<file path="config.mk">
export PLATFORM = sky130hd
export DESIGN_NAME = idc_top
export DESIGN_NICKNAME = d
export VERILOG_FILES = /design/src/logic/idc_pkg.sv /design/src/logic/idc_top.sv
export VERILOG_INCLUDE_DIRS = /design/src /design/src/logic
export SDC_FILE = /design/constraint.sdc
export NUM_CORES = 1
export LEC_CHECK = 0
export BUFFER_PORTS_ARGS = -buffer_cell sky130_fd_sc_hd__clkbuf_2
export CORE_MARGIN = 4
export CORE_UTILIZATION = 48
export CTS_BUF_LIST = sky130_fd_sc_hd__clkbuf_16
export CTS_CLUSTER_DIAMETER = 120
export DETAILED_ROUTE_END_ITERATION = 16
export PLACE_DENSITY = 0.88
export REMOVE_ABC_BUFFERS = 1
export SLEW_MARGIN = 20
export SYNTH_ARGS = -nofsm -noshare
export SYNTH_HDL_FRONTEND = slang
export SYNTH_SLANG_ARGS = --single-unit
</file>
<file path="constraint.sdc">
create_clock -name clk_sys -period 3.9 [get_ports clk_sys]
set_input_delay 0.39 -clock clk_sys [delete_from_list [all_inputs] [get_ports clk_sys]]
set_output_delay 0.39 -clock clk_sys [all_outputs]
set_load 0.02 [all_outputs]
</file>
<file path="src/logic/idc_regs.svh">
// Register offsets, field positions and fixed values of the cycle-steal
// DMA glue. Assumes a 32-bit classic Wishbone slave with byte addresses.
`ifndef IDC_REGS_SVH
`define IDC_REGS_SVH

// ----------------------------------------------------------------------
// Register byte offsets
// ----------------------------------------------------------------------
`define IDC_OFS_CTRL       8'h00
`define IDC_OFS_STATUS     8'h04
`define IDC_OFS_COUNT      8'h08
`define IDC_OFS_ADDR       8'h0C
`define IDC_OFS_DISPLAY    8'h10

// ----------------------------------------------------------------------
// Control register fields
// ----------------------------------------------------------------------
`define IDC_CTRL_ENABLE    0
`define IDC_CTRL_BURST     1
`define IDC_CTRL_RESET     2'h0

// ----------------------------------------------------------------------
// Status register fields
// ----------------------------------------------------------------------
`define IDC_ST_TALKER      0
`define IDC_ST_LISTENER    1
`define IDC_ST_ACTIVE      2
`define IDC_ST_INIT_DONE   3
`define IDC_ST_EOI         4
`define IDC_ST_REMOTE      5
`define IDC_ST_BLK_LSB     8

// ----------------------------------------------------------------------
// Adapter register selects and init values
// ----------------------------------------------------------------------
`define IDC_ADP_SEL_DEVADDR 3'h4
`define IDC_ADP_SEL_AUXCMD  3'h3
`define IDC_ADP_SEL_ADRMODE 3'h2
`define IDC_AUX_RELEASE     8'h00
`define IDC_ADRMODE_VALUE   8'h80
`define IDC_SW_SETTLE       2'h3

`endif

</file>
<file path="src/logic/idc_pkg.sv">
// Types shared by the cycle-steal DMA glue.
// Assumes the register header is included by the design modules.
package idc_pkg;

  // ----------------------------------------------------------------------
  // Adapter register write port
  // ----------------------------------------------------------------------
  typedef struct packed {
    logic       wr;
    logic [2:0] sel;
    logic [7:0] data;
  } idc_adp_wr_s;

  // ----------------------------------------------------------------------
  // State machines
  // ----------------------------------------------------------------------
  typedef enum logic [4:0] {
    IDC_I_SWITCH  = 5'h01,
    IDC_I_DEVADDR = 5'h02,
    IDC_I_AUX     = 5'h04,
    IDC_I_MODE    = 5'h08,
    IDC_I_DONE    = 5'h10
  } idc_init_e;

  typedef enum logic [4:0] {
    IDC_D_IDLE = 5'h01,
    IDC_D_REQ  = 5'h02,
    IDC_D_XFER = 5'h04,
    IDC_D_GAP  = 5'h08,
    IDC_D_HOLD = 5'h10
  } idc_dma_e;

endpackage

</file>
<file path="src/logic/idc_top.sv">
// Cycle-steal DMA glue between a processor bus and a bus adapter.
// Assumes processor E/Q clocks, bus-available and all adapter lines are
// asynchronous pins; software reaches registers over classic Wishbone.
//
// Our own choices: the register addresses and the Wishbone register port.
`include "idc_regs.svh"
`timescale 1ns/1ps
`default_nettype none

module idc_top
  import idc_pkg::*;
#(
  parameter int           AW         = 16,
  parameter logic [15:0]  BLOCK_LEN  = 16'h0100,
  parameter logic [15:0]  START_ADDR = 16'h1000
) (
  // Clock and reset
  input  wire logic              clk_sys,
  input  wire logic              rst_b,
  // Wishbone slave
  input  wire logic              wb_cyc_i,
  input  wire logic              wb_stb_i,
  input  wire logic              wb_we_i,
  input  wire logic [7:0]        wb_adr_i,
  input  wire logic [3:0]        wb_sel_i,
  input  wire logic [31:0]       wb_dat_i,
  output logic [31:0]            wb_dat_o,
  output logic                   wb_ack_o,
  // Processor clocks and bus hand-over
  input  wire logic              cpu_e,
  input  wire logic              cpu_q,
  input  wire logic              cpu_bus_avail,
  output logic                   processor_bus_request_in,
  // Block mover bus control
  output logic                   dma_grant,
  output logic                   dma_rw,
  output logic [AW-1:0]          dma_addr,
  // Bus adapter
  input  wire logic              transfer_request_out,
  input  wire logic              adp_talker,
  input  wire logic              adp_listener,
  input  wire logic              adp_remote,
  input  wire logic              bus_eoi,
  output logic                   adp_rst_b,
  output idc_adp_wr_s            adp_wr,
  // Address switches
  input  wire logic [7:0]        sw_addr,
  output logic                   sw_buf_en,
  // Display port
  output logic [7:0]             disp_digits,
  output logic [2:0]             disp_lamps
);

  // ----------------------------------------------------------------------
  // Reset release
  // ----------------------------------------------------------------------
  logic rst_s1_ff;
  logic rst_n;

  // Two-stage release of the async reset
  always_ff @(posedge clk_sys or negedge rst_b) begin
    if (!rst_b) begin
      rst_s1_ff <= 1'b0;
      rst_n     <= 1'b0;
    end else begin
      rst_s1_ff <= 1'b1;
      rst_n     <= rst_s1_ff;
    end
  end

  // ----------------------------------------------------------------------
  // Pin synchronisers
  // ----------------------------------------------------------------------
  localparam int NSYNC = 7;
  logic [NSYNC-1:0] pin_raw;
  logic [NSYNC-1:0] pin_s1_ff;
  logic [NSYNC-1:0] pin_s2_ff;
  logic [7:0]       sw_s1_ff;
  logic [7:0]       sw_s2_ff;
  logic             e_d_ff;
  logic             q_d_ff;

  assign pin_raw = {bus_eoi, adp_remote, adp_listener, adp_talker,
                    transfer_request_out, cpu_bus_avail, cpu_q};

  // Two flip-flops per pin, one loop over all single-bit pins except E
  genvar gi;
  generate
    for (gi = 0; gi < NSYNC; gi++) begin : g_sync
      always_ff @(posedge clk_sys or negedge rst_n) begin
        if (!rst_n) begin
          pin_s1_ff[gi] <= 1'b0;
          pin_s2_ff[gi] <= 1'b0;
        end else begin
          pin_s1_ff[gi] <= pin_raw[gi];
          pin_s2_ff[gi] <= pin_s1_ff[gi];
        end
      end
    end
  endgenerate

  logic e_s1_ff;
  logic e_s2_ff;

  // E clock and switches, plus edge history for E and Q
  always_ff @(posedge clk_sys or negedge rst_n) begin
    if (!rst_n) begin
      e_s1_ff  <= 1'b0;
      e_s2_ff  <= 1'b0;
      e_d_ff   <= 1'b0;
      q_d_ff   <= 1'b0;
      sw_s1_ff <= 8'h00;
      sw_s2_ff <= 8'h00;
    end else begin
      e_s1_ff  <= cpu_e;
      e_s2_ff  <= e_s1_ff;
      e_d_ff   <= e_s2_ff;
      q_d_ff   <= pin_s2_ff[0];
      sw_s1_ff <= sw_addr;
      sw_s2_ff <= sw_s1_ff;
    end
  end

  logic q_rise;
  logic e_fall;
  logic ba_s;
  logic drq_s;
  logic talk_s;
  logic lstn_s;
  logic rem_s;
  logic eoi_s;

  assign q_rise = pin_s2_ff[0] & ~q_d_ff;
  assign e_fall = e_d_ff & ~e_s2_ff;
  assign ba_s   = pin_s2_ff[1];
  assign drq_s  = pin_s2_ff[2];  // Per byte or free slot
  assign talk_s = pin_s2_ff[3];  // Set by adapter on own address
  assign lstn_s = pin_s2_ff[4];
  assign rem_s  = pin_s2_ff[5];
  assign eoi_s  = pin_s2_ff[6];

  // ----------------------------------------------------------------------
  // Adapter initialisation sequencer
  // ----------------------------------------------------------------------
  idc_init_e   ini_ff;
  idc_init_e   nxt_ini;
  logic [1:0]  settle_ff;
  idc_adp_wr_s nxt_adp_wr;

  // Next state and adapter write for each init step
  always_comb begin
    nxt_ini    = ini_ff;
    nxt_adp_wr = '0;
    unique case (ini_ff)
      IDC_I_SWITCH: begin
        if (settle_ff == `IDC_SW_SETTLE) begin
          nxt_ini = IDC_I_DEVADDR;
        end
      end
      IDC_I_DEVADDR: begin
        // Address first; only this register is open in soft reset
        nxt_adp_wr = '{wr: 1'b1, sel: `IDC_ADP_SEL_DEVADDR,
                       data: sw_s2_ff};
        nxt_ini    = IDC_I_AUX;
      end
      IDC_I_AUX: begin
        nxt_adp_wr = '{wr: 1'b1, sel: `IDC_ADP_SEL_AUXCMD,
                       data: `IDC_AUX_RELEASE};
        nxt_ini    = IDC_I_MODE;
      end
      IDC_I_MODE: begin
        nxt_adp_wr = '{wr: 1'b1, sel: `IDC_ADP_SEL_ADRMODE,
                       data: `IDC_ADRMODE_VALUE};
        nxt_ini    = IDC_I_DONE;
      end
      IDC_I_DONE: begin
        nxt_ini = IDC_I_DONE;
      end
    endcase
  end

  // Init state, switch buffer enable and adapter write port
  always_ff @(posedge clk_sys or negedge rst_n) begin
    if (!rst_n) begin
      ini_ff    <= IDC_I_SWITCH;
      settle_ff <= 2'h0;
      sw_buf_en <= 1'b0;
      adp_wr    <= '0;
      adp_rst_b <= 1'b0;
    end else begin
      ini_ff    <= nxt_ini;
      adp_wr    <= nxt_adp_wr;
      adp_rst_b <= 1'b1;
      sw_buf_en <= (nxt_ini == IDC_I_SWITCH);
      if (ini_ff == IDC_I_SWITCH) begin
        settle_ff <= settle_ff + 2'h1;
      end
    end
  end

  // ----------------------------------------------------------------------
  // Software registers
  // ----------------------------------------------------------------------
  logic [1:0] ctrl_ff;
  logic       wb_req;

  assign wb_req = wb_cyc_i & wb_stb_i & ~wb_ack_o;

  // Control register write, byte lane 0 only
  always_ff @(posedge clk_sys or negedge rst_n) begin
    if (!rst_n) begin
      ctrl_ff <= `IDC_CTRL_RESET;
    end else if (wb_req && wb_we_i && wb_sel_i[0]
                 && wb_adr_i == `IDC_OFS_CTRL) begin
      ctrl_ff <= wb_dat_i[1:0];
    end
  end

  // ----------------------------------------------------------------------
  // Channel arming and direction
  // ----------------------------------------------------------------------
  idc_dma_e   dma_ff;
  idc_dma_e   nxt_dma;
  logic       chan_en_ff;
  logic       dir_talk_ff;
  logic       armed_ff;
  logic [15:0] count_ff;
  logic [7:0]  blocks_ff;
  logic        init_done;
  logic        req_ok;
  logic        last_byte;

  assign init_done = (ini_ff == IDC_I_DONE);
  assign last_byte = (count_ff == 16'h0001);

  // Enable needs either active bit and drops at the last byte, fixed setup on arming
  always_ff @(posedge clk_sys or negedge rst_n) begin
    if (!rst_n) begin
      chan_en_ff  <= 1'b0;
      dir_talk_ff <= 1'b0;
      armed_ff    <= 1'b0;
    end else if (!(talk_s || lstn_s) || !ctrl_ff[`IDC_CTRL_ENABLE]) begin
      chan_en_ff <= 1'b0;
      armed_ff   <= 1'b0;
    end else if (init_done && !armed_ff && dma_ff == IDC_D_IDLE) begin
      chan_en_ff  <= 1'b1;
      armed_ff    <= 1'b1;
      dir_talk_ff <= talk_s;
    end else if (dma_ff == IDC_D_XFER && e_fall && last_byte) begin
      chan_en_ff <= 1'b0;
    end
  end

  // Request gate; end-or-identify stops listener requests only
  assign req_ok = chan_en_ff & drq_s
                & ~(eoi_s & ~dir_talk_ff);

  // ----------------------------------------------------------------------
  // Cycle-steal sequencer
  // ----------------------------------------------------------------------
  always_comb begin
    nxt_dma = dma_ff;
    unique case (dma_ff)
      IDC_D_IDLE: begin
        if (req_ok && q_rise) begin
          nxt_dma = IDC_D_REQ;
        end
      end
      IDC_D_REQ: begin
        if (ba_s) begin
          nxt_dma = IDC_D_XFER;
        end
      end
      IDC_D_XFER: begin
        if (e_fall) begin
          if (ctrl_ff[`IDC_CTRL_BURST] && !last_byte) begin
            nxt_dma = IDC_D_HOLD;
          end else begin
            nxt_dma = IDC_D_GAP;
          end
        end
      end
      IDC_D_HOLD: begin
        if (req_ok) begin
          nxt_dma = IDC_D_XFER;
        end
      end
      IDC_D_GAP: begin
        if (e_fall && !ba_s) begin
          nxt_dma = IDC_D_IDLE;
        end
      end
    endcase
  end

  // Sequencer state
  always_ff @(posedge clk_sys or negedge rst_n) begin
    if (!rst_n) begin
      dma_ff <= IDC_D_IDLE;
    end else begin
      dma_ff <= nxt_dma;
    end
  end

  // Bus request toward processor, changes only on Q rising or release
  always_ff @(posedge clk_sys or negedge rst_n) begin
    if (!rst_n) begin
      processor_bus_request_in <= 1'b0;
    end else if (nxt_dma == IDC_D_GAP || nxt_dma == IDC_D_IDLE) begin
      processor_bus_request_in <= 1'b0;
    end else if (dma_ff == IDC_D_IDLE && nxt_dma == IDC_D_REQ) begin
      processor_bus_request_in <= 1'b1;
    end
  end

  // Grant, direction and address; data itself is never held here
  always_ff @(posedge clk_sys or negedge rst_n) begin
    if (!rst_n) begin
      dma_grant <= 1'b0;
      dma_rw    <= 1'b0;
      dma_addr  <= '0;
      count_ff  <= 16'h0000;
    end else begin
      dma_grant <= (nxt_dma == IDC_D_XFER);
      dma_rw    <= dir_talk_ff;
      if (!armed_ff) begin
        dma_addr <= START_ADDR[AW-1:0];
        count_ff <= BLOCK_LEN;
      end else if (dma_ff == IDC_D_XFER && e_fall) begin
        dma_addr <= dma_addr + {{(AW-1){1'b0}}, 1'b1};
        count_ff <= count_ff - 16'h0001;
      end
    end
  end

  // Completed block counter
  always_ff @(posedge clk_sys or negedge rst_n) begin
    if (!rst_n) begin
      blocks_ff <= 8'h00;
    end else if (dma_ff == IDC_D_XFER && e_fall && last_byte) begin
      blocks_ff <= blocks_ff + 8'h01;
    end
  end

  // ----------------------------------------------------------------------
  // Display port
  // ----------------------------------------------------------------------
  always_ff @(posedge clk_sys or negedge rst_n) begin
    if (!rst_n) begin
      disp_digits <= 8'h00;
      disp_lamps  <= 3'h0;
    end else if (init_done) begin
      disp_digits <= blocks_ff;
      disp_lamps  <= {rem_s, lstn_s, talk_s};
    end
  end

  // ----------------------------------------------------------------------
  // Wishbone read and acknowledge
  // ----------------------------------------------------------------------
  logic [31:0] rd_data;

  // Read mux; unmapped offsets read zero
  always_comb begin
    rd_data = 32'h0000_0000;
    unique case (wb_adr_i)
      `IDC_OFS_CTRL:    rd_data[1:0] = ctrl_ff;
      `IDC_OFS_STATUS: begin
        rd_data[`IDC_ST_TALKER]    = talk_s;
        rd_data[`IDC_ST_LISTENER]  = lstn_s;
        rd_data[`IDC_ST_ACTIVE]    = chan_en_ff;
        rd_data[`IDC_ST_INIT_DONE] = init_done;
        rd_data[`IDC_ST_EOI]       = eoi_s;
        rd_data[`IDC_ST_REMOTE]    = rem_s;
        rd_data[`IDC_ST_BLK_LSB +: 8] = blocks_ff;
      end
      `IDC_OFS_COUNT:   rd_data[15:0] = count_ff;
      `IDC_OFS_ADDR:    rd_data[AW-1:0] = dma_addr;
      `IDC_OFS_DISPLAY: rd_data[10:0] = {disp_lamps, disp_digits};
      default:          rd_data = 32'h0000_0000;
    endcase
  end

  // One-cycle acknowledge for every access
  always_ff @(posedge clk_sys or negedge rst_n) begin
    if (!rst_n) begin
      wb_ack_o <= 1'b0;
      wb_dat_o <= 32'h0000_0000;
    end else begin
      wb_ack_o <= wb_req;
      wb_dat_o <= wb_req ? rd_data : 32'h0000_0000;
    end
  end

endmodule

`default_nettype wire

</file>
## Yosys cells after proc, flatten, opt, wreduce, memory -nomap -nowiden

Index checks and enable logic that the tools add are counted.

| word-level totals | value |
|---|---|
| register bits | 138 |
| word-level logic and storage cells | 135 |

| cells by class | value |
|---|---|
| add/subtract/negate cells | 4 |
| equal/unequal tests | 22 |
| multiplexer cells | 27 |
| bitwise operators | 13 |
| reductions and logical operators | 25 |

Operator list:

| operator | number |
|---|---|
| $mux W16 | 5 |
| $pmux W12 S3 | 1 |
| $mux W5 | 7 |
| $pmux W5 S5 | 1 |
| $eq A5 B1 Y1 const B | 4 |
| $pmux W5 S4 | 1 |
| $add A16 B1 Y16 const B | 1 |
| $eq A16 B1 Y1 const B | 1 |
| $eq A8 B4 Y1 const B | 2 |
| $pmux W4 S4 | 1 |
| $sub A16 B1 Y16 const B | 1 |
| $eq A5 B2 Y1 const B | 3 |
| $eq A5 B3 Y1 const B | 3 |
| $eq A5 B4 Y1 const B | 3 |
| $pmux W5 S3 | 1 |
| $pmux W3 S4 | 1 |
| $logic_and A1 B1 Y1 | 11 |
| $eq A5 B5 Y1 const B | 2 |
| $pmux W2 S5 | 1 |
| $add A8 B1 Y8 const B | 1 |
| $eq A8 B3 Y1 const B | 1 |
| $eq A8 B5 Y1 const B | 1 |
| $logic_not A8 Y1 | 1 |
| $and A1 B1 Y1 | 7 |
| other kinds (12) | 30 |

## Longest topological paths before layout

Gate-level depths: netlist of run 1.

| depth | value |
|---|---|
| word-level depth | 11 |
| depth in mapped cells | 8 |
| depth with buffers taken out | 8 |

## Least setup slack after synthesis of run 1

No wires, ideal clock.

| timing path | value |
|---|---|
| path type | reg2reg |
| start point | register count_ff[8] |
| end point | register count_ff[15] |
| library setup time | 119 ps |
| arrival | 1748 ps |
| path slack | 2033 ps |
| cell stages (with the launch flop) | 6 |
| clock period less this slack | 1867 ps |
| cell sequence | dfrtp_1 or4_4 or3_4 nor4_4 xor2_1 and2_1 |

| between the ends | value |
|---|---|
| cells in the longest elaborated chain, start to end | 3 |

Ends and longest elaborated chain:

| what | line | RTL |
|---|---|---|
| start, declared | idc_top.sv:227 | `logic [15:0] count_ff;` |
| start signal, assigned | idc_top.sv:331 | `count_ff <= count_ff - 16'h0001;` |
| $sub A16 B1 Y16 | idc_top.sv:331 |  |
| $mux W16 | idc_top.sv:329 | `end else if (dma_ff == IDC_D_XFER && e_fall) begin` |
| $mux W16 | idc_top.sv:326 | `if (!armed_ff) begin` |

No other way between the ends. The select of a mux whose other input is x is not followed.
A chain may end at the register's enable or synchronous reset.

## Final worst setup path of run 1

| timing path | value |
|---|---|
| start point | register ini_ff[3] |
| end point | register dir_talk_ff |

| between the ends | value |
|---|---|
| cells in the longest elaborated chain, start to end | 4 |

Ends and longest elaborated chain:

| what | line | RTL |
|---|---|---|
| start, declared | idc_top.sv:145 | `idc_init_e ini_ff;` |
| start signal, assigned | idc_top.sv:191 | `ini_ff <= nxt_ini;` |
| $eq A5 B5 Y1 | idc_top.sv:233 | `assign init_done = (ini_ff == IDC_I_DONE);` |
| $logic_and A1 B1 Y1 (2 in a row) | idc_top.sv:245 | `end else if (init_done && !armed_ff && dma_ff == IDC_D_IDLE) begin` |
| $reduce_and A2 Y1 (no line) | n/a |  |
| end signal, assigned | idc_top.sv:248 | `dir_talk_ff <= talk_s;` |
| end, declared | idc_top.sv:225 | `logic dir_talk_ff;` |

No other way between the ends.

==> key figures, run 1 <==
Outcome
  • Status: finished, final reports clean

Critical path
  • Crit end category: register
  • Worst Path Arrival: roughly 2.8 ns
  • Critical path launch point type: register
  • Worst path required time: 4.20 ns
  • Crit path cell chain: nor3_2 -> nand2_1 -> nor3_1 -> nand3_1 -> a32o_1
  • CP Max Fanout: 13
  • CP peak stage delay: just under 0.6 ns
  • Slowest cell on crit path: nor3_2
  • Type of the worst setup path: reg -> reg

Power and ir drop
  • Overall power: 3.24 mW
  • Max IR drop VDD: 232 uV
  • Leak pwr: 3.40 nW
  • Pwr Density: about 450 nW/um^2

Logic synthesis
  • Count leader, synth: dfrtp_1
  • Most frequent cells after synthesis: dfrtp_1, nand2_1, nor2_1
  • Synth async-reset ratio: 100%
  • Synthesized area per cell: 11.6 sq um
  • Seq/Total Area, Yosys: 58.0%
  • Syn Inst Count: 514
  • Synthesis Warnings: 0
  • Post-synth cell types: 65
  • Synthesis-stage register bit count: ~140
  • Post-synth EDFFs: 0
  • Synth area leaders: dfrtp_1, mux2_2, nand2_1
  • Mapped Area: roughly 6000 sq um
  • Post-synth top area cell: dfrtp_1
  • Post-synth top area share: 57.1%
  • Top_reg_cell synth: dfrtp_1

Route
  • WL final: 13800 um
  • Via-to-Cell Ratio: 5.57
  • Via count: between 4000 and 5000
  • DR pass1 iterations: 5
  • DRC: 0
  • Initial DRC count: 568
  • DR WL/cell: roughly 17 um
  • ANT nets after route: 0

Timing
  • Clock period minus worst slack: roughly 2.5 ns
  • Setup violations, final: 0
  • Worst-Margin Slew: 0.968 ns
  • Final worst slack: 1.38 ns
  • Final worst-path cycle share: 64.5%
  • Final hold violations: 0
  • Slew Limit Fails: 0
  • Rel. slew slack: between 30% and 40%
  • Skew final: 0.00749 ns
  • Max Freq: 397 MHz
  • RSZ-0062 raised after global routing: false

Cells and area
  • Syn-to-layout area delta: 20.2%
  • Final core occ: about 60%
  • Share of cells above drive strength 1: a little over a quarter
  • Fill cell count: 934
  • Final net count: a little under 700
  • N_diodes: 0
  • Non-filler cells, final: 792

Place
  • HPWL Detailed: 9700 um
  • Post-placement cell count: 758
  • IO buf count: 92
  • Post-place setup slack: 1.46 ns
  • Routability cong.: 0.910

Clock tree
  • Max clock buf depth: 2
  • Post-CTS Resized: 0
  • CTS Sinks: 138
  • CTS tree: done
  • Post-CTS Setup Inserts: 0
  • Clock-pin slew on the worst setup and hold paths: 0.06 ns
  • Num CTS Buffers: 17
  • # H-tree levels: 4
  • Clock Latency Late Sink: approximately 0.42 ns
  • Root Buffer: clkbuf_16
  • Hold_buf cts: 1

Die
  • Die Width: 119 um
  • Starting Density: 49.4%
  • Die Y: 119 um
  • Row count: 40
  • Full die area: ~14000 sq um
  • IO Pins: between 100 and 150
  • CORE AREA: 12100 sq um

Run
  • Max cap viols: 0

Global route
  • Initial antenna violation count: 0
  • First-pass GRT wire length: 22300 um
  • Tot GR Track Use: 19.9%
  • GRT overflow: 0
  • Largest net degree at the start of global routing: 81
  • Vias in the first global route: 4371

Worst hold path
  • Hold/Removal Path Class: in -> reg
final timing paths:
path                                      startpoint                          to  slack [ns]  cells after the start
worst min register to register       rst_n$_DFF_PN0_            e_d_ff$_DFF_PN0_        0.24                      0
min in group asynchronous            rst_n$_DFF_PN0_            e_d_ff$_DFF_PN0_        0.24                      0
max in group asynchronous            rst_n$_DFF_PN0_  disp_digits[7]$_DFFE_PN0N_        2.63                      2
worst min-delay path            transfer_request_out      pin_s1_ff[2]$_DFF_PN0_        0.08                      1
worst max register to register   ini_ff[3]$_DFF_PN0_     dir_talk_ff$_DFFE_PN0P_        1.38                      5
worst max-delay path             ini_ff[3]$_DFF_PN0_     dir_talk_ff$_DFFE_PN0P_        1.38                      5
logic make-up after synthesis:
kind of cell | Yosys count | synth area share (%)
AO/OA/AOI/OAI | 73 | 8.38
XOR/XNOR | 33 | 4.85
adder cells (fa/ha/maj) | 5 | 1.05
buffers and inverters | 42 | 4.01
flip-flops | 138 | 58.0
multiplexers | 23 | 4.33
other | 2 | 0.126
AND/OR/NAND/NOR | 198 | 19.2
state kept, by name, indices dropped and copies added (netlist names), 2 cells and up:
name	cells
adp_wr	12
blocks_ff	8
count_ff	16
ctrl_ff	2
disp_digits	8
disp_lamps	3
dma_addr	16
dma_ff	5
ini_ff	5
pin_s1_ff	7
settle_ff	2
sw_s1_ff	8
sw_s2_ff	8
wb_dat_o	16
metrics by stage:
stage | instance area (sq um) | hold slack, ns | setup TNS [ns]
2_1_floorplan | 5810 | 0.0944 | -30.30
3_3_place_gp | 6500 | 0.175 | 0
3_5_place_dp | 6500 | 0.178 | 0
4_1_cts | 7130 | 0.0584 | 0
5_1_grt | 7160 | 0.0656 | 0
6_report | 7160 | 0.0761 | 0
per-layer routing:
layer  wire length, um  global-route usage [%]  vias to the layer above
li1                  -                       -                     1958
met1              5360                    24.7                     2182
met2              6800                    32.1                      215
met3              1100                    6.27                       54
met4               547                    8.88                        0
met5                 0                       0                        -
power breakdown:
part,total [mW],internal [mW],switching [mW]
Clock,1.67,1.07,0.598
Combinational,0.0952,0.0290,0.0662
Sequential,1.47,1.46,0.0187
Total,3.24,2.55,0.683
final cells by class:
cell class,instances,area (sq um),area share (%)
Tap cell,168,210,2.94
Sequential cell,138,3460,48.3
Clock inverter,15,200,2.80
Clock buffer,17,425,5.94
Multi-Input combinational cell,350,2320,32.4
Timing Repair Buffer,96,513,7.16
Inverter,8,30.0,0.419
placed cells by master (no fill, tap or decap), types with 7 or more instances in the layout:
| master | count |
|---|---|
| and3_1 | 11 |
| clkbuf_16 | 17 |
| a31oi_1 | 7 |
| mux2_2 | 22 |
| or3_1 | 9 |
| nand3_1 | 14 |
| a21oi_1 | 9 |
| xor2_1 | 16 |
| nor2_1 | 29 |
| o21ai_0 | 13 |
| conb_1 | 18 |
| dfrtp_1 | 135 |
| xnor2_1 | 17 |
| nor3_1 | 12 |
| clkbuf_2 | 92 |
| nand2_1 | 47 |
| and2_1 | 25 |
| a22oi_1 | 14 |
| inv_1 | 8 |
critical path: cells and delay by family, from the launching register on:
family          cells  cell delay (ns)
compound gates      1             0.21
simple gates        4             1.68
flops               1             0.50
Power figures use the tool's default switching activity.
==> inputs of run 2 (changes only) <==
--- a/config.mk
+++ b/config.mk
@@ -8,11 +8,11 @@
 export LEC_CHECK = 0
 export BUFFER_PORTS_ARGS = -buffer_cell sky130_fd_sc_hd__clkbuf_2
 export CORE_MARGIN = 4
-export CORE_UTILIZATION = 48
+export CORE_UTILIZATION = 50
 export CTS_BUF_LIST = sky130_fd_sc_hd__clkbuf_16
 export CTS_CLUSTER_DIAMETER = 120
 export DETAILED_ROUTE_END_ITERATION = 16
-export PLACE_DENSITY = 0.88
+export PLACE_DENSITY = 0.87
 export REMOVE_ABC_BUFFERS = 1
 export SLEW_MARGIN = 20
 export SYNTH_ARGS = -nofsm -noshare
==> constraint.sdc (replaced) <==
create_clock -name clk_sys -period 2.5 [get_ports clk_sys]
set_input_delay 0.25 -clock clk_sys [delete_from_list [all_inputs] [get_ports clk_sys]]
set_output_delay 0.25 -clock clk_sys [all_outputs]
set_load 0.02 [all_outputs]
==> key figures, run 2 (synthesized netlist as in run 1, its figures left out) <==
Critical path
  • Critical path launch point type: register
  • Register-to-Register Path Depth: 8
  • Type of the worst setup path: reg -> reg
  • Worst setup startpoint: count_ff[1]$_DFFE_PN0P_
  • Worst path required time: 2.81 ns
  • RR Startpoint: count_ff[1]$_DFFE_PN0P_
  • Crit end category: register
  • CP Max Fanout: 5
  • Worst Path Arrival: 2.48 ns

Clock tree
  • Post-CTS Setup Inserts: 0
  • Max clock buf depth: 2
  • Clock Latency Late Sink: between 0.4 and 0.5 ns
  • Post-CTS Resized: 0
  • # H-tree levels: 4
  • Hold_buf cts: 17
  • Root Buffer: clkbuf_16
  • CTS Sinks: 138
  • Num CTS Buffers: 17
  • Clock-pin slew on the worst setup and hold paths: 0.06 ns
  • CTS tree: done

Route
  • DR WL/cell: around 18 um
  • WL final: 13800 um
  • Via-to-Cell Ratio: 5.56
  • DRC: 0
  • Initial DRC count: 323
  • Via count: 4371
  • DR pass1 iterations: 5
  • ANT nets after route: 0

Timing
  • Max Freq: 461 MHz
  • Final hold violations: 0
  • Final worst-path cycle share: around 87%
  • Clock period minus worst slack: 2.17 ns
  • RSZ-0062 raised after global routing: false
  • Setup violations, final: 0
  • Slew Limit Fails: 0
  • Rel. slew slack: 58.6%
  • Worst-Margin Slew: 0.622 ns
  • Skew final: 0.00794 ns

Global route
  • First-pass GRT wire length: 21900 um
  • Largest net degree at the start of global routing: 65
  • Tot GR Track Use: 21.2%
  • GRT overflow: 0
  • Vias in the first global route: 4271
  • Initial antenna violation count: 0

Cells and area
  • Post-layout instance area: 7240 sq um
  • Most frequent cells in the layout: dfrtp_1, clkbuf_2, nand2_1
  • Share of cells above drive strength 1: 26.3%
  • Final core occ: 62.9%
  • Fill cell count: 874
  • Largest regs: count_ff: 16 flops, dma_addr: 16 flops, wb_dat_o: 16 flops
  • Most common cell after layout, fill and taps aside: dfrtp_1
  • N_diodes: 0
  • Syn-to-layout area delta: 21.6%
  • Final net count: 700

Worst hold path
  • Hold/Removal Path Class: in -> reg
  • Worst Hold Launch: wb_dat_i[0]
  • Hold depth: 2

Die
  • Die Width: 117 um
  • CORE AREA: between 10000 and 15000 sq um
  • Row count: 39
  • Starting Density: approximately half
  • Full die area: 13700 sq um
  • Die Y: roughly 120 um
  • IO Pins: 142

Power and ir drop
  • Leak pwr: 3.45 nW
  • Max IR drop VDD: 501 uV
  • Pwr Density: 668 nW/um^2

Place
  • Placed cell area: 6510 sq um
  • IO buf count: 92
  • HPWL Detailed: 9580 um
  • Routability cong.: between 0.9 and 1

Outcome
  • Status: finished, final reports clean

Run
  • Max cap viols: 0
## run 2: path summary, 6_finish.rpt
path	to	slack, ns
setup / recovery	processor_bus_request_in$_DFFE_PN0P_	0.33
hold / removal	ctrl_ff[0]$_DFFE_PN0P_	0.07
setup reg to reg	processor_bus_request_in$_DFFE_PN0P_	0.33
hold reg to reg	sw_s2_ff[3]$_DFF_PN0_	0.34
max in group asynchronous	count_ff[14]$_DFFE_PN0P_	1.39
min in group asynchronous	rst_n$_DFF_PN0_	0.14
## run 2: layout make-up
class	instances	area (sq um)	area share [%]
inverter	8	30.0	0.415
clock inverter	15	139	1.92
tap	143	179	2.47
sequential	138	3460	47.8
clock buffer	17	425	5.87
timing repair buffer	115	688	9.50
multi-input combinational	350	2320	32.1
## run 2: routing by layer
| metal | global-route usage [%] | vias up | wire length, um | share of wire [%] |
|---|---|---|---|---|
| li1 | - | 1998 | - | - |
| met1 | 29.7 | 2153 | 5660 | 41 |
| met2 | 31.6 | 190 | 6800 | 49 |
| met3 | 5.55 | 30 | 1020 | 7.4 |
| met4 | 9.10 | 0 | 303 | 2.2 |
| met5 | 0 | - | 0 | 0 |
## run 2: critical path, stage by stage (launching register included)
cell	delay [ns]
dfrtp_1	0.43
inv_1	0.11
ha_1	0.14
nor4b_1	0.37
a41oi_1	0.32
o22ai_1	0.28
xor2_1	0.17
o2111ai_1	0.11
o21a_1	0.13
## run 2: stage by stage
step	power, mW	setup slack, ns	setup TNS [ns]	cells	hold slack, ns
finish	4.84	0.332	0	786	0.0670
detailed placement	2.48	0.350	0	737	0.0366
global placement	2.47	0.402	0	737	0.0357
CTS	4.88	0.360	0	786	0.0561
floorplan	2.42	-1.63	-219.05	496	-0.0456
global route	5.03	0.136	0	786	0.0607
## run 2: power breakdown
| part | switching (mW) | internal [mW] |
|---|---|---|
| Clock | 0.933 | 1.45 |
| Sequential | 0.0364 | 2.27 |
| Combinational | 0.0971 | 0.0591 |
==> inputs of run 3 (changes only) <==
--- a/config.mk
+++ b/config.mk
@@ -7,12 +7,15 @@
 export NUM_CORES = 1
 export LEC_CHECK = 0
 export BUFFER_PORTS_ARGS = -buffer_cell sky130_fd_sc_hd__clkbuf_2
+export CELL_PAD_IN_SITES_DETAIL_PLACEMENT = 1
+export CELL_PAD_IN_SITES_GLOBAL_PLACEMENT = 1
 export CORE_MARGIN = 4
-export CORE_UTILIZATION = 50
+export CORE_UTILIZATION = 42
 export CTS_BUF_LIST = sky130_fd_sc_hd__clkbuf_16
 export CTS_CLUSTER_DIAMETER = 120
+export CTS_CLUSTER_SIZE = 28
 export DETAILED_ROUTE_END_ITERATION = 16
-export PLACE_DENSITY = 0.87
+export PLACE_DENSITY = 0.92
 export REMOVE_ABC_BUFFERS = 1
 export SLEW_MARGIN = 20
 export SYNTH_ARGS = -nofsm -noshare
==> key figures, run 3 (synthesized netlist as in run 1, its figures left out) <==
Outcome
  • Status: finished, final reports clean

Critical path
  • RR Startpoint: dma_ff[4]$_DFF_PN0_
  • Crit path cell chain: nor4_4 -> nand4_1 -> nor2_1 -> nand2_1 -> xnor2_1 -> and2_1
  • Worst setup startpoint: dma_ff[4]$_DFF_PN0_
  • Critical path launch point type: register
  • Crit end category: register
  • Slowest cell on crit path: nor2_1
  • Worst Path Arrival: 2.70 ns
  • CP peak stage delay: 0.52 ns
  • CP Max Fanout: 8
  • Type of the worst setup path: reg -> reg
  • Worst path required time: ~2.8 ns

Route
  • DR WL/cell: 20.4 um
  • Initial DRC count: about 260
  • WL final: 16800 um
  • Via-to-Cell Ratio: ~5.5
  • DR pass1 iterations: 4
  • ANT nets after route: 0
  • Via count: 4498
  • DRC: 0

Timing
  • Worst-Margin Slew: 0.648 ns
  • Slew Limit Fails: 0
  • Setup violations, final: 0
  • RSZ-0062 raised after global routing: false
  • Setup TNS: 0 ns
  • Rel. slew slack: 56.2%
  • Final worst slack: 0.117 ns
  • Skew final: 0.0116 ns
  • Final worst-path cycle share: 95.3%
  • Max Freq: 420 MHz
  • WHS: 0.0681 ns
  • Clock period minus worst slack: around 2.4 ns
  • Final hold violations: 0

Place
  • Placed cell area: 6580 sq um
  • HPWL Detailed: 11500 um
  • IO buf count: 92
  • Post-placement cell count: ~780
  • Post-place setup slack: 0.215 ns
  • Routability cong.: 0.862

Power and ir drop
  • Sw frac: 21.4%
  • Int Pwr: 3.86 mW
  • Net Switching: 1.05 mW
  • Pwr Density: about 670 nW/um^2
  • Leak pwr: 3.48 nW
  • Clock network power share: 49.6%
  • Sequential power share: 47.1%
  • Overall power: 4.91 mW
  • Part of the power in combinational logic: 3.4%
  • Max IR drop VDD: 495 uV

Global route
  • First-pass GRT wire length: 27100 um
  • Tot GR Track Use: 21.9%
  • GRT overflow: 0
  • Vias in the first global route: 5031
  • Initial antenna violation count: 0
  • Largest net degree at the start of global routing: 53

Die
  • Die Width: 127 um
  • Starting Density: 42.9%
  • Full die area: 16200 sq um
  • Row count: 43
  • CORE AREA: 13900 sq um
  • Die Y: between 100 and 150 um
  • IO Pins: about 140

Cells and area
  • Final net count: between 700 and 800
  • Most frequent cells in the layout: dfrtp_1, clkbuf_2, nand2_1
  • Non-filler cells, final: about 820
  • Final core occ: 52.7%
  • Fill cell count: approximately 1500
  • Syn-to-layout area delta: 22.9%
  • Most common cell after layout, fill and taps aside: dfrtp_1
  • Post-layout instance area: 7320 sq um
  • Share of cells above drive strength 1: 26.0%
  • N_diodes: 0
  • Largest regs: count_ff: 16 flops, dma_addr: 16 flops, wb_dat_o: 16 flops

Clock tree
  • Max clock buf depth: 2
  • Root Buffer: clkbuf_16
  • Clock Latency Late Sink: approximately 0.43 ns
  • CTS Sinks: 138
  • # H-tree levels: 4
  • Post-CTS Setup Inserts: 0
  • Num CTS Buffers: 17
  • CTS tree: done
  • Clock-pin slew on the worst setup and hold paths: 0.06 ns

Worst hold path
  • Hold/Removal Path Class: in -> reg
  • Worst Hold Launch: wb_dat_i[0]

Run
  • Max cap viols: 0
==> run 3: cell count changes in the layout (fill, tap and decap cells not counted), sizes merged <==
cell and delta:
buf +1, bufinv +1, clkinv +1, clkinvlp -4
inv +1
==> run 3: timing repair <==
| item | in CTS | in global routing |
|---|---|---|
| setup endpoints to repair | 0 | 1 |
| hold buffers | 17 | 0 |
| endpoints found under the hold margin | 18 | 0 |
| gates resized for setup | 0 | 1 |
==> run 3: critical path: cells and delay by family (launching register included) <==
kind | cells | cell delay [ns]
xor+xnor | 1 | 0.18
flops | 1 | 0.48
simple gates | 5 | 1.61
==> run 3: final timing paths <==
path | end | slack [ns] | cells after the start
max in group asynchronous | wb_dat_o[8]$_DFF_PN0_ | 1.44 | 1
worst min-delay path | ctrl_ff[0]$_DFFE_PN0P_ | 0.07 | 2
min in group asynchronous | rst_n$_DFF_PN0_ | 0.15 | 2
worst max-delay path | dma_addr[10]$_DFFE_PN0P_ | 0.12 | 6
worst max register to register | dma_addr[10]$_DFFE_PN0P_ | 0.12 | 6
worst min register to register | talk_s$_DFF_PN0_ | 0.35 | 0
==> run 3: metal layers <==
layer	GRT usage, %	routed length [um]	vias to the layer above
met2	37.4	8760	155
met4	10.4	634	0
met5	0	0	-
met1	26.0	6510	2304
met3	5.35	903	45
li1	-	-	1994
==> run 3: cell type report <==
| cell class | count | area [sq um] | share of cell area, % |
|---|---|---|---|
| timing repair buffer | 116 | 708 | 9.68 |
| clock inverter | 14 | 141 | 1.93 |
| multi-input combinational | 350 | 2330 | 31.8 |
| sequential | 138 | 3460 | 47.3 |
| inverter | 8 | 30.0 | 0.410 |
| clock buffer | 17 | 425 | 5.81 |
| tap | 180 | 225 | 3.08 |
==> run 3: power groups by stage <==
| stage | clock (mW) | sequential (mW) | combinational, mW |
|---|---|---|---|
| global placement | 0 | 2.34 | 0.140 |
| global route | 2.57 | 2.32 | 0.186 |
| CTS | 2.45 | 2.31 | 0.167 |
| floorplan | 0 | 2.36 | 0.0598 |
| detailed placement | 0 | 2.35 | 0.144 |
| finish | 2.43 | 2.31 | 0.166 |
